**config.mk**
```make
export PLATFORM = sky130hd
export DESIGN_NAME = ifql_top
export DESIGN_NICKNAME = d
export VERILOG_FILES = /design/src/rtl/ifql_pkg.sv /design/src/rtl/ifql_mem.sv /design/src/rtl/ifql_top.sv
export VERILOG_INCLUDE_DIRS = /design/src /design/src/rtl
export SDC_FILE = /design/constraint.sdc
export NUM_CORES = 1
export LEC_CHECK = 0
export ABC_AREA = 0
export BUFFER_PORTS_ARGS = -buffer_cell sky130_fd_sc_hd__clkbuf_2
export CORE_MARGIN = 10
export CORE_UTILIZATION = 50
export DETAILED_ROUTE_END_ITERATION = 12
export GPL_ROUTABILITY_DRIVEN = 0
export GPL_TIMING_DRIVEN = 0
export HOLD_SLACK_MARGIN = 0.12
export PLACE_DENSITY = 0.68
export SKIP_LAST_GASP = 1
export SYNTH_ARGS = -nofsm -noshare
export SYNTH_HDL_FRONTEND = slang
export SYNTH_SLANG_ARGS = --single-unit
```
**constraint.sdc**
```tcl
create_clock -name ref_clk_i -period 4 [get_ports ref_clk_i]
set_clock_uncertainty 0.1 [all_clocks]
set_input_delay 0.8 -clock ref_clk_i [delete_from_list [all_inputs] [get_ports ref_clk_i]]
set_output_delay 0.8 -clock ref_clk_i [all_outputs]
set_load 0.005 [all_outputs]
```
**src/rtl/ifql_regs.svh**
```systemverilog
`ifndef IFQL_REGS_SVH
`define IFQL_REGS_SVH

// ==========================================================
// Register offsets (byte addresses)
`define IFQL_OFS_TXCS 8'h00
`define IFQL_OFS_RXCS 8'h04
`define IFQL_OFS_TXDAT 8'h08
`define IFQL_OFS_RXDAT 8'h0c
`define IFQL_OFS_IRQST 8'h10
`define IFQL_OFS_IRQCLR 8'h14
`define IFQL_OFS_IRQEN 8'h18

// ==========================================================
// Field positions of the queue control and status words
`define IFQL_BIT_MODE 14
`define IFQL_BIT_RUN 13
`define IFQL_CNT_HI 12
`define IFQL_CNT_LO 8
`define IFQL_BIT_FLAG 7
`define IFQL_BIT_CLR 6
`define IFQL_BIT_IEN 5
`define IFQL_LVL_HI 4
`define IFQL_LVL_LO 0

// ==========================================================
// Interrupt status, clear and enable layout
`define IFQL_IRQ_TXLVL 0
`define IFQL_IRQ_RXLVL 1
`define IFQL_IRQ_TXOVF 2
`define IFQL_IRQ_RXOVF 3

// ==========================================================
// Depth and reset values
`define IFQL_ENTRIES 16
`define IFQL_DEPTH 5'h10
`define IFQL_RST_CNT 5'h00
`define IFQL_RST_PTR 4'h0
`define IFQL_RST_BYTE 8'h00
`define IFQL_RST_WORD 32'h0000_0000

`endif

```
**src/rtl/ifql_pkg.sv**
```systemverilog
`default_nettype none

// ==========================================================
// Shared types
package ifql_pkg;
  typedef logic [4:0] ifql_cnt_t;
  typedef logic [3:0] ifql_ptr_t;
  typedef logic [7:0] ifql_byte_t;
endpackage : ifql_pkg

`default_nettype wire

```
**src/rtl/ifql_mem.sv**
```systemverilog
`include "ifql_regs.svh"
`default_nettype none

// ==========================================================
// Byte store, registered read with write bypass
module ifql_mem (
  // Clock and reset
  input wire logic ref_clk_i,
  input wire logic rst_i,
  // Write side
  input wire logic wr_en_i,
  input wire ifql_pkg::ifql_ptr_t wr_addr_i,
  input wire ifql_pkg::ifql_byte_t wr_data_i,
  // Read side
  input wire ifql_pkg::ifql_ptr_t rd_addr_i,
  output var ifql_pkg::ifql_byte_t rd_data_o
);

  ifql_pkg::ifql_byte_t mem_q [`IFQL_ENTRIES];
  wire bypass_w;

  // Bypass so a byte written into an empty queue is visible at once
  assign bypass_w = wr_en_i & (wr_addr_i == rd_addr_i);

  always_ff @(posedge ref_clk_i) begin
    if (wr_en_i) begin
      mem_q[wr_addr_i] <= wr_data_i;
    end
  end

  always_ff @(posedge ref_clk_i) begin
    if (rst_i) begin
      rd_data_o <= `IFQL_RST_BYTE;
    end else begin
      rd_data_o <= bypass_w ? wr_data_i : mem_q[rd_addr_i];
    end
  end

endmodule : ifql_mem

`default_nettype wire

```
**src/rtl/ifql_top.sv**
```systemverilog
// The placing of the registers and register access over Wishbone were chosen for this implementation.
`include "ifql_regs.svh"
`default_nettype none

// ==========================================================
// Notes on behaviour
// [RL1] Writing one to the transmit clear bit clears its flag; zero ignored; reads zero.
// [RL2] Transmit flag raises the interrupt only while its enable bit is one.
// [RL3] Transmit flag sets whenever transmit count is at or below its threshold.
// [RL4] Receive run bit zero forces receive pointers to zero and holds queue.
// [RL5] Receive count in bits 12..8 gives stored bytes, 16 at most.
// [RL6] Receive flag stays set until software writes one to its clear bit.
// [RL7] Receive flag raises the interrupt only while its enable bit is one.
// [RL8] Receive flag sets whenever receive count is at or above its threshold.
// [RL9] Zero receive threshold sets the receive flag as soon as queue runs.
// [RL10] Software should set the receive threshold no later than the run bit.
// [RL11] Bits 15..14 of the receive control word read zero, writes ignored.
// [RL12] Global queue mode bit must be one for either queue to operate.
// [RL13] Transmit run bit zero forces transmit pointers to zero and holds queue.
// [RL14] Transmit count uses the same encoding and resets to zero.
// [RL15] Thresholds compared every cycle; interrupt is OR of flag AND enable.
// [RL16] Each queue holds sixteen bytes; count follows pushes and pops.
module ifql_top (
  // Clock and reset
  input wire logic ref_clk_i,
  input wire logic rst_i,
  // Wishbone slave
  input wire logic wb_cyc_i,
  input wire logic wb_stb_i,
  input wire logic wb_we_i,
  input wire logic [7:0] wb_adr_i,
  input wire logic [3:0] wb_sel_i,
  input wire logic [31:0] wb_dat_i,
  output var logic [31:0] wb_dat_o,
  output var logic wb_ack_o,
  // Received bytes from the shift engine
  input wire logic rx_push_i,
  input wire logic [7:0] rx_byte_i,
  output var logic rx_ready_o,
  // Bytes for the shift engine to send
  input wire logic tx_pop_i,
  output wire ifql_pkg::ifql_byte_t tx_byte_o,
  output var logic tx_valid_o,
  // Interrupt
  output var logic irq_o
);

  // ==========================================================
  // Declarations; index 0 is transmit, index 1 is receive
  logic mode_q;
  logic [1:0] run_q;
  logic [1:0] ien_q;
  logic [1:0] flag_q;
  logic [1:0] ovf_q;
  logic [1:0] oen_q;
  logic [1:0] vld_q;
  logic [1:0] rdy_q;
  ifql_pkg::ifql_cnt_t lvl_q [2];
  ifql_pkg::ifql_cnt_t cnt_q [2];
  ifql_pkg::ifql_ptr_t wp_q [2];
  ifql_pkg::ifql_ptr_t rp_q [2];

  wire mode_d;
  wire irq_d;
  wire [1:0] run_d;
  wire [1:0] ien_d;
  wire [1:0] flag_d;
  wire [1:0] ovf_d;
  wire [1:0] oen_d;
  wire [1:0] on_w;
  wire [1:0] on_d;
  wire [1:0] push_w;
  wire [1:0] pop_w;
  wire [1:0] dpush_w;
  wire [1:0] dpop_w;
  wire [1:0] set_w;
  wire [1:0] clr_w;
  wire [1:0] ovs_w;
  wire [1:0] ovc_w;
  wire [1:0] vld_d;
  wire [1:0] rdy_d;
  wire [1:0] wr_cs;
  wire ifql_pkg::ifql_cnt_t lvl_d [2];
  wire ifql_pkg::ifql_cnt_t cnt_d [2];
  wire ifql_pkg::ifql_ptr_t wp_d [2];
  wire ifql_pkg::ifql_ptr_t rp_d [2];
  wire ifql_pkg::ifql_byte_t in_w [2];
  wire ifql_pkg::ifql_byte_t rd_w [2];
  wire [15:0] cs_w [2];

  wire req_w;
  wire acc_w;
  wire wr_w;
  wire rd_w_acc;
  wire sel_lo;
  wire sel_hi;
  wire hit_txcs;
  wire hit_rxcs;
  wire hit_txd;
  wire hit_rxd;
  wire hit_st;
  wire hit_clr;
  wire hit_en;
  wire wr_txd;
  wire rd_rxd;
  wire wr_en;
  wire wr_clr;
  wire [31:0] rdata_w;

  // ==========================================================
  // Bus decode
  // Effects land on the edge where the master sees ack, never earlier
  assign req_w = wb_cyc_i & wb_stb_i;
  assign acc_w = req_w & wb_ack_o;
  assign wr_w = acc_w & wb_we_i;
  assign rd_w_acc = acc_w & ~wb_we_i;
  assign sel_lo = wb_sel_i[0];
  assign sel_hi = wb_sel_i[1];
  assign hit_txcs = wb_adr_i == `IFQL_OFS_TXCS;
  assign hit_rxcs = wb_adr_i == `IFQL_OFS_RXCS;
  assign hit_txd = wb_adr_i == `IFQL_OFS_TXDAT;
  assign hit_rxd = wb_adr_i == `IFQL_OFS_RXDAT;
  assign hit_st = wb_adr_i == `IFQL_OFS_IRQST;
  assign hit_clr = wb_adr_i == `IFQL_OFS_IRQCLR;
  assign hit_en = wb_adr_i == `IFQL_OFS_IRQEN;
  assign wr_cs = {wr_w & hit_rxcs, wr_w & hit_txcs};
  assign wr_txd = wr_w & hit_txd & sel_lo;
  assign rd_rxd = rd_w_acc & hit_rxd;
  assign wr_en = wr_w & hit_en & sel_lo;
  assign wr_clr = wr_w & hit_clr & sel_lo;

  // ==========================================================
  // Read data
  // [RL11] Reserved bits read zero
  assign rdata_w = hit_txcs ? {16'h0000, cs_w[0]} :
                   hit_rxcs ? {16'h0000, cs_w[1]} :
                   hit_rxd ? {24'h00_0000, vld_q[1] ? rd_w[1] : `IFQL_RST_BYTE} :
                   hit_st ? {28'h000_0000, ovf_q, flag_q} :
                   hit_en ? {28'h000_0000, oen_q, ien_q} :
                   `IFQL_RST_WORD;

  // ==========================================================
  // Producers and consumers
  assign push_w = {rx_push_i, wr_txd};
  assign pop_w = {rd_rxd, tx_pop_i};
  assign in_w[0] = wb_dat_i[7:0];
  assign in_w[1] = rx_byte_i;
  // [RL12] Global mode gates both queues
  assign mode_d = (wr_cs[0] & sel_hi) ? wb_dat_i[`IFQL_BIT_MODE] : mode_q;

  // ==========================================================
  // Per-queue logic
  for (genvar g = 0; g < 2; g++) begin : g_q
    assign on_w[g] = mode_q & run_q[g];
    assign on_d[g] = mode_d & run_d[g];
    assign run_d[g] = (wr_cs[g] & sel_hi) ? wb_dat_i[`IFQL_BIT_RUN] : run_q[g];
    assign lvl_d[g] = (wr_cs[g] & sel_lo) ? wb_dat_i[`IFQL_LVL_HI:`IFQL_LVL_LO] : lvl_q[g];
    assign ien_d[g] = (wr_cs[g] & sel_lo) ? wb_dat_i[`IFQL_BIT_IEN] :
                      wr_en ? wb_dat_i[`IFQL_IRQ_TXLVL + g] : ien_q[g];
    assign oen_d[g] = wr_en ? wb_dat_i[`IFQL_IRQ_TXOVF + g] : oen_q[g];

    // [RL16] Push when not full, pop when not empty
    assign dpush_w[g] = push_w[g] & on_w[g] & (cnt_q[g] != `IFQL_DEPTH);
    assign dpop_w[g] = pop_w[g] & on_w[g] & (cnt_q[g] != `IFQL_RST_CNT);
    assign ovs_w[g] = push_w[g] & on_w[g] & (cnt_q[g] == `IFQL_DEPTH);

    // [RL4] [RL13] Held at zero while not running
    assign cnt_d[g] = !on_w[g] ? `IFQL_RST_CNT :
                      cnt_q[g] + {4'h0, dpush_w[g]} - {4'h0, dpop_w[g]};
    assign wp_d[g] = !on_w[g] ? `IFQL_RST_PTR : wp_q[g] + {3'h0, dpush_w[g]};
    assign rp_d[g] = !on_w[g] ? `IFQL_RST_PTR : rp_q[g] + {3'h0, dpop_w[g]};
    assign vld_d[g] = on_d[g] & (cnt_d[g] != `IFQL_RST_CNT);
    assign rdy_d[g] = on_d[g] & (cnt_d[g] != `IFQL_DEPTH);

    // [RL15] Compared every cycle
    if (g == 0) begin : g_le
      // [RL3] Transmit at or below
      assign set_w[g] = on_w[g] & (cnt_q[g] <= lvl_q[g]);
    end else begin : g_ge
      // [RL8] [RL9] Receive at or above
      assign set_w[g] = on_w[g] & (cnt_q[g] >= lvl_q[g]);
    end

    // [RL1] [RL6] Write-one clears, a set in the same cycle wins
    assign clr_w[g] = sel_lo & ((wr_cs[g] & wb_dat_i[`IFQL_BIT_CLR]) |
                                (wr_clr & wb_dat_i[`IFQL_IRQ_TXLVL + g]));
    assign flag_d[g] = set_w[g] | (flag_q[g] & ~clr_w[g]);
    assign ovc_w[g] = wr_clr & wb_dat_i[`IFQL_IRQ_TXOVF + g];
    assign ovf_d[g] = ovs_w[g] | (ovf_q[g] & ~ovc_w[g]);

    // [RL1] [RL5] [RL14] Clear bit reads zero; count in 12..8
    assign cs_w[g] = {1'b0, (g == 0) ? mode_q : 1'b0, run_q[g], cnt_q[g],
                      flag_q[g], 1'b0, ien_q[g], lvl_q[g]};

    ifql_mem ifql_mem_inst (
      .ref_clk_i(ref_clk_i),
      .rst_i(rst_i),
      .wr_en_i(dpush_w[g]),
      .wr_addr_i(wp_q[g]),
      .wr_data_i(in_w[g]),
      .rd_addr_i(rp_d[g]),
      .rd_data_o(rd_w[g])
    );
  end

  // ==========================================================
  // Interrupt
  // [RL2] [RL7] [RL15] OR of each flag gated by its enable
  assign irq_d = |({ovf_d, flag_d} & {oen_d, ien_d});
  assign tx_byte_o = rd_w[0];

  // ==========================================================
  // Registers
  always_ff @(posedge ref_clk_i) begin
    if (rst_i) begin
      wb_ack_o <= 1'b0;
      wb_dat_o <= `IFQL_RST_WORD;
    end else begin
      wb_ack_o <= req_w & ~wb_ack_o;
      wb_dat_o <= (req_w & ~wb_ack_o) ? rdata_w : `IFQL_RST_WORD;
    end
  end

  always_ff @(posedge ref_clk_i) begin
    if (rst_i) begin
      mode_q <= 1'b0;
      run_q <= 2'b00;
      ien_q <= 2'b00;
      oen_q <= 2'b00;
      flag_q <= 2'b00;
      ovf_q <= 2'b00;
    end else begin
      mode_q <= mode_d;
      run_q <= run_d;
      ien_q <= ien_d;
      oen_q <= oen_d;
      flag_q <= flag_d;
      ovf_q <= ovf_d;
    end
  end

  always_ff @(posedge ref_clk_i) begin
    if (rst_i) begin
      lvl_q <= '{default: `IFQL_RST_CNT};
      cnt_q <= '{default: `IFQL_RST_CNT};
      wp_q <= '{default: `IFQL_RST_PTR};
      rp_q <= '{default: `IFQL_RST_PTR};
    end else begin
      lvl_q <= lvl_d;
      cnt_q <= cnt_d;
      wp_q <= wp_d;
      rp_q <= rp_d;
    end
  end

  always_ff @(posedge ref_clk_i) begin
    if (rst_i) begin
      vld_q <= 2'b00;
      rdy_q <= 2'b00;
      irq_o <= 1'b0;
    end else begin
      vld_q <= vld_d;
      rdy_q <= rdy_d;
      irq_o <= irq_d;
    end
  end

  assign tx_valid_o = vld_q[0];
  assign rx_ready_o = rdy_q[1];
endmodule : ifql_top

`default_nettype wire

```
After elaboration in Yosys (flattened, before gate mapping)
Memory sizes are Yosys's and may differ from the RTL's. A register that Yosys moved wholly into a read port is not among the register bits.
Index checks and enable logic that the tools add are counted.
{ "word_totals": {"ram_bits": 256, "reg_bits": 85, "elab_cells": 145, "n_memories": 2} }
{ "classes": {"reduce_logical": 11, "muxes": 23, "magnitude_cmp": 2, "n_eq_ne": 12, "addsub": 8, "bitwise": 66} }
{ "memory_table": {"columns": ["name", "depth", "width", "read_ports", "rd_ports_with_merged_regs", "write_ports", "line", "text"], "rows": [
  ["g_q[0].ifql_mem_inst.mem_q", 16, 8, 1, 1, 1, "ifql_mem.sv:19", "ifql_pkg::ifql_byte_t mem_q [`IFQL_ENTRIES];"],
  ["g_q[1].ifql_mem_inst.mem_q", 16, 8, 1, 1, 1, "ifql_mem.sv:19", null]
]} }
{ "op_table": {"columns": ["op", "n"], "rows": [
  ["$and 1x1->1", 50],
  ["$eq 8x5->1 const B", 3],
  ["$ne 5x5->1 const B", 4],
  ["$reduce_bool 5->1", 4],
  ["$add 4x1->4", 4],
  ["$eq 8x4->1 const B", 2],
  ["$mux 4", 4],
  ["$mux 8", 2],
  ["$mux 15", 1],
  ["$mux 14", 1],
  ["$mux 1", 13],
  ["$add 5x1->5", 2],
  ["$eq 5x5->1 const B", 2],
  ["$mux 5", 2],
  ["$sub 5x1->5", 2],
  ["$not 1->1", 9],
  ["$eq 8x3->1 const B", 1],
  ["$logic_not 8->1", 1],
  ["$reduce_or 4->1", 2],
  ["$or 1x1->1", 6],
  ["$reduce_or 2->1", 3],
  ["$reduce_or 6->1", 1],
  ["$ge 5x5->1", 1],
  ["$le 5x5->1", 1],
  ["$and 4x4->4", 1]
]} }

Logic depth before layout (Yosys ltp)
{ "logic_depth": {"word_depth": 13, "depth_mapped": 17, "mapped_depth_nobuf": 16} }

Hierarchy
A second synthesis with hierarchy kept.
{ "hier_totals": {"cells_unflattened": 902, "area_unflattened_um2": 14151.1} }
{ "by_module_without_submodules": {"columns": ["module", "area_per_inst_um2", "cells_each", "n_inst", "seq_area_each_um2"], "rows": [
  ["ifql_mem", 5301.3, 248, 2, 4003.8],
  ["ifql_top", 3548.4, 406, 1, 1341.3]
]} }

Worst setup path before layout
No wires, ideal clock.
{ "synth_path": {"path_kind": "input -> register", "start": "input wb_adr_i[2]", "end": "register vld_q[0]", "setup_slack_ns": 0.451, "setup_ns": 0.116, "required_ns": 3.784, "arrival_ns": 3.333, "path_stages": 17, "cell_sequence": "buf_2 > nor4b_2 > and4_1 > nor2b_1 > buf_4 > inv_1 > ha_1 > inv_1 > ha_1 > inv_1 > fa_1 > inv_1 > a21oi_1 > o21bai_1 > xnor2_1 > a31oi_1 > and3b_1"} }
{ "synth_via": {"elab_chain_len": 10} }
{ "synth_rtl": {"columns": ["element", "line", "text"], "rows": [
  ["from (decl)", "ifql_top.sv:31", "input wire logic [7:0] wb_adr_i,"],
  ["$eq 8x4->1 (no line)", null, null],
  ["$and 1x1->1 (2 in series)", "ifql_top.sv:127", "assign wr_txd = wr_w & hit_txd & sel_lo;"],
  ["$and 1x1->1 (2 in series)", "ifql_top.sv:163", "assign dpush_w[g] = push_w[g] & on_w[g] & (cnt_q[g] != `IFQL_DEPTH);"],
  ["$add 5x1->5", "ifql_top.sv:169", "cnt_q[g] + {4'h0, dpush_w[g]} - {4'h0, dpop_w[g]};"],
  ["$sub 5x1->5", "ifql_top.sv:169", null],
  ["$mux 5", "ifql_top.sv:168", "assign cnt_d[g] = !on_w[g] ? `IFQL_RST_CNT :"],
  ["$reduce_bool 5->1 (no line)", null, null],
  ["$and 1x1->1 (*)", "ifql_top.sv:172", "assign vld_d[g] = on_d[g] & (cnt_d[g] != `IFQL_RST_CNT);"],
  ["to (signal assigned)", "ifql_top.sv:262", "vld_q <= vld_d;"],
  ["to (decl)", "ifql_top.sv:56", "logic [1:0] vld_q;"]
]} }
Mark *: on every way between the ends. The rest lies on a longest branch, timed or not.
A chain may end at the register's enable or synchronous reset.

Final worst setup path
{ "layout_path": {"start": "register mode_q", "end": "register g_q[0].ifql_mem_inst.rd_data_o[0] (read register of g_q[0].ifql_mem_inst.mem_q)"} }
{ "layout_via": {"elab_chain_len": 5} }
{ "layout_rtl": {"columns": ["element", "line", "text"], "rows": [
  ["from (decl)", "ifql_top.sv:50", "logic mode_q;"],
  ["from (signal assigned)", "ifql_top.sv:233", "mode_q <= mode_d;"],
  ["$and 1x1->1 (*)", "ifql_top.sv:154", "assign on_w[g] = mode_q & run_q[g];"],
  ["$and 1x1->1 (2 in series)", "ifql_top.sv:164", "assign dpop_w[g] = pop_w[g] & on_w[g] & (cnt_q[g] != `IFQL_RST_CNT);"],
  ["$add 4x1->4", "ifql_top.sv:171", "assign rp_d[g] = !on_w[g] ? `IFQL_RST_PTR : rp_q[g] + {3'h0, dpop_w[g]};"],
  ["$mux 4 (*)", "ifql_top.sv:171", null],
  ["to (decl)", "ifql_mem.sv:16", "output var ifql_pkg::ifql_byte_t rd_data_o"]
]} }
Marks and branches as above.

==> flow_summary.ini <==
[outcome]
status = completed

[clocking]
clkLatencyLatePin_ns = 0.53
cts_buffers = 38
htreeDepth = 2
clock-root-buffer = clkbuf_16
clkTransAtPathRegs_ns = 0.06
cts-root-to-sink-buffers = 3
cts_num_sinks = 339
cts_tree = built
holdBufCountCts = 0

[synthesis]
syn_area_um2 = 14900
synth-seq-area-share = 0.6275
yosys.area_share.adder = 0.02788
synth_compound_area_frac = 0.1118
synthCells = 1235
synth_top_area_share = 0.5160
syn_avg_cell_area_um2 = 12.06
synthTopCellsByArea = edfxtp_1, dfxtp_1, mux2i_1
yosysTopAreaCell = edfxtp_1
yosys_warnings = 0
synthArstFlopShare = 0
synth_mux_area_frac = 0.05551
synth_seq_cells = 339
synth_cell_types = 66
synthSimpleGateAreaFrac = 0.1158
yosys.area_share.xor_xnor = 0.01293
synth-edff-count = 256
synth_top_family_by_area = simple AND/OR/NAND/NOR gates
ys.flop_type = edfxtp_1

[routing]
vias = 10360
drtPass1Iterations = 5
antenna_left = 0
via_per_inst = 5.844
drt_iter0_drc = 975
drcViolationCount = 0
routed_wl_um = 38070
route.detailed.wl_per_inst_um = 21.48

[sta]
tightest_slew_ns = 1.226
fin_crit_ns = 3.851
hold_viol_final = 0
slew_violations = 0
tns_ns = 0
max_freq_mhz = 259.7
setup_viol = 0
hold_slack_ns = 0.3532
min_period_over_period = 0.9628
relSlewSlack = 0.1762

[finish]
drive_gt1_frac = 0.1353
antenna_cells = 0
final_nets = 1443
layout.core_utilization = 0.5760
syn2layout_area_growth_pct = 14.28

[power]
switching_share = 0.2018
p_int_w = 0.005876
vdd_drop_max_v = 0.0003748
power_leakage_nw = 5.981
p_switching_w = 0.001486
comb_power_share = 0.017
p_seq_frac = 0.514
powerDensity_nw_per_um2 = 432.4
clock_power_share = 0.469

[critical_path]
r2r-end = g_q[0].ifql_mem_inst.rd_data_o[0]$_SDFF_PP0_
critPathArrivalTime_ns = 4.17
start_kind = flop
crit_type = reg -> reg
worstSetupEndpointType = flop
cp-startpoint = mode_q$_SDFF_PP0_
rr_startpoint = mode_q$_SDFF_PP0_
rr_worst_depth = 14
r2r_slack_ns = 0.15
critical_path_required_ns = 4.32
setup.worst_path.end = g_q[0].ifql_mem_inst.rd_data_o[0]$_SDFF_PP0_
cp_max_fo = 10

[placement]
io_buffers = 60
hpwl_um = 26060

[grt]
gr-total-overflow = 0
grt_pass1_vias = 10030
grt_max_degree = 22
grt_pass1_wl_um = 58050
grt_usage = 0.2025
antenna_found_initial = 0

[die]
num_rows = 63
dieWidth_um = 192.6
die_area_um2 = 37100
dieHeight_um = 192.6
start_util = 0.5040
ioPinCount = 103
core_um2 = 29560

[min_path]
min_path_type = reg -> reg

[job]
maxCapViolCount = 0
## sequential cells by signal (all words and copies together), names as in the netlist, 2 cells and up
name                         cells
cnt_q                           10
wp_q                             8
ien_q                            2
g_q.ifql_mem_inst.mem_q        256
vld_q                            2
g_q.ifql_mem_inst.rd_data_o     16
cs_w                            10
flag_q                           2
ovf_q                            2
run_q                            2
wb_dat_o                        15
rp_q                             8
oen_q                            2
## what timing repair did
item,in CTS,in global routing
endpoints found under the setup margin,9,16
resized for setup,2,10
pin swaps,0,1
setup buffers,0,1
cloned,0,0
endpoints found under the hold margin,0,0
## synth_stat cells (18+ instances only)
| cell type | instances |
|---|---|
| and3_1 | 18 |
| buf_4 | 20 |
| ha_1 | 30 |
| edfxtp_1 | 256 |
| o221ai_1 | 23 |
| clkbuf_1 | 39 |
| buf_2 | 27 |
| o211ai_1 | 60 |
| nand3_1 | 19 |
| dfxtp_1 | 83 |
| a31oi_1 | 34 |
| nand2_1 | 93 |
| inv_1 | 65 |
| mux2i_1 | 71 |
| nor2_1 | 162 |
| a21oi_1 | 56 |
## layout make-up
type / count / area (µm²)
buffer: 93 / 484.2
clock buffer: 49 / 1056
clock inverter: 21 / 187.7
fill: 2484 / 12530
inverter: 65 / 244.0
multi-input combinational: 753 / 4905
sequential: 339 / 9349
tap: 390 / 488.0
timing repair buffer: 62 / 312.8
## worst min path at each step
stage / from / end / cells past startpoint
6_report: g_q[1].ifql_mem_inst.rd_data_o[6]$_SDFF_PP0_ / wb_dat_o[6]$_SDFF_PP0_ / 1
5_1_grt: g_q[1].ifql_mem_inst.rd_data_o[6]$_SDFF_PP0_ / wb_dat_o[6]$_SDFF_PP0_ / 1
4_1_cts: g_q[1].ifql_mem_inst.rd_data_o[3]$_SDFF_PP0_ / wb_dat_o[3]$_SDFF_PP0_ / 2
3_5_place_dp: g_q[1].ifql_mem_inst.rd_data_o[2]$_SDFF_PP0_ / wb_dat_o[2]$_SDFF_PP0_ / 2
3_3_place_gp: g_q[1].ifql_mem_inst.rd_data_o[6]$_SDFF_PP0_ / wb_dat_o[6]$_SDFF_PP0_ / 1
2_1_floorplan: g_q[1].ifql_mem_inst.rd_data_o[0]$_SDFF_PP0_ / wb_dat_o[0]$_SDFF_PP0_ / 2
## layout by cell type, fill, tap and decap left out, types with 23 or more instances in the layout
cell type / instances
clkbuf_2: 64
nor2_1: 162
clkbuf_16: 41
o221ai_1: 23
a31oi_1: 34
nand2_1: 93
clkbuf_1: 43
o211ai_1: 60
a21oi_1: 56
buf_2: 27
edfxtp_1: 256
dfxtp_1: 83
mux2i_1: 71
inv_1: 65
ha_1: 30
## logic make-up (layout without fill, tap and decap cells)
group	count (synthesis)	in the layout
muxes	77	77
and+or+nand+nor	367	367
xor gates and xnor gates	22	22
other	1	17
buffers and inverters	159	290
DFF	339	339
adders and majority gates	32	32
AOI/OAI and AO/OA	238	238
## power by group through the flow
stage          registers [W]  clock network (W)  logic [W]
2_1_floorplan        0.00386                  0  0.0000346
3_3_place_gp         0.00386                  0   0.000122
3_5_place_dp         0.00386                  0   0.000125
4_1_cts              0.00378            0.00349   0.000126
5_1_grt              0.00378            0.00364   0.000137
6_report             0.00378            0.00345   0.000128
## stage by stage
step           std cells  setup slack, ns  area [µm²]  total power (W)
6_report            1772           0.1489       17030         0.007362
5_1_grt             1772         -0.01436       17030         0.007560
4_1_cts             1771          0.04179       17000         0.007392
3_5_place_dp        1701          -0.1674       15750         0.003981
3_3_place_gp        1701          -0.2086       15750         0.003978
2_1_floorplan       1251           0.4510       14960         0.003891
## per-layer routing
metal | share of wire | track usage | up-vias
li1 | - | - | 4761
met1 | 0.44 | 0.2846 | 5057
met2 | 0.46 | 0.3156 | 458
met3 | 0.075 | 0.03415 | 79
met4 | 0.028 | 0.06082 | 0
met5 | 0 | 0 | -
## worst max-delay path: stages (launching register included)
cell      delay [ns]
dfxtp_1         0.38
buf_4           0.23
and2_1          0.14
buf_2           0.19
clkbuf_2        0.28
o211a_1         0.21
ha_1            0.12
clkbuf_1        0.29
buf_2           0.31
clkbuf_1        0.41
a31oi_1         0.18
o211ai_1        0.39
o211ai_1        0.14
and4_1          0.23
a21o_1          0.15
No activity file was read; power rests on OpenSTA's default activity.
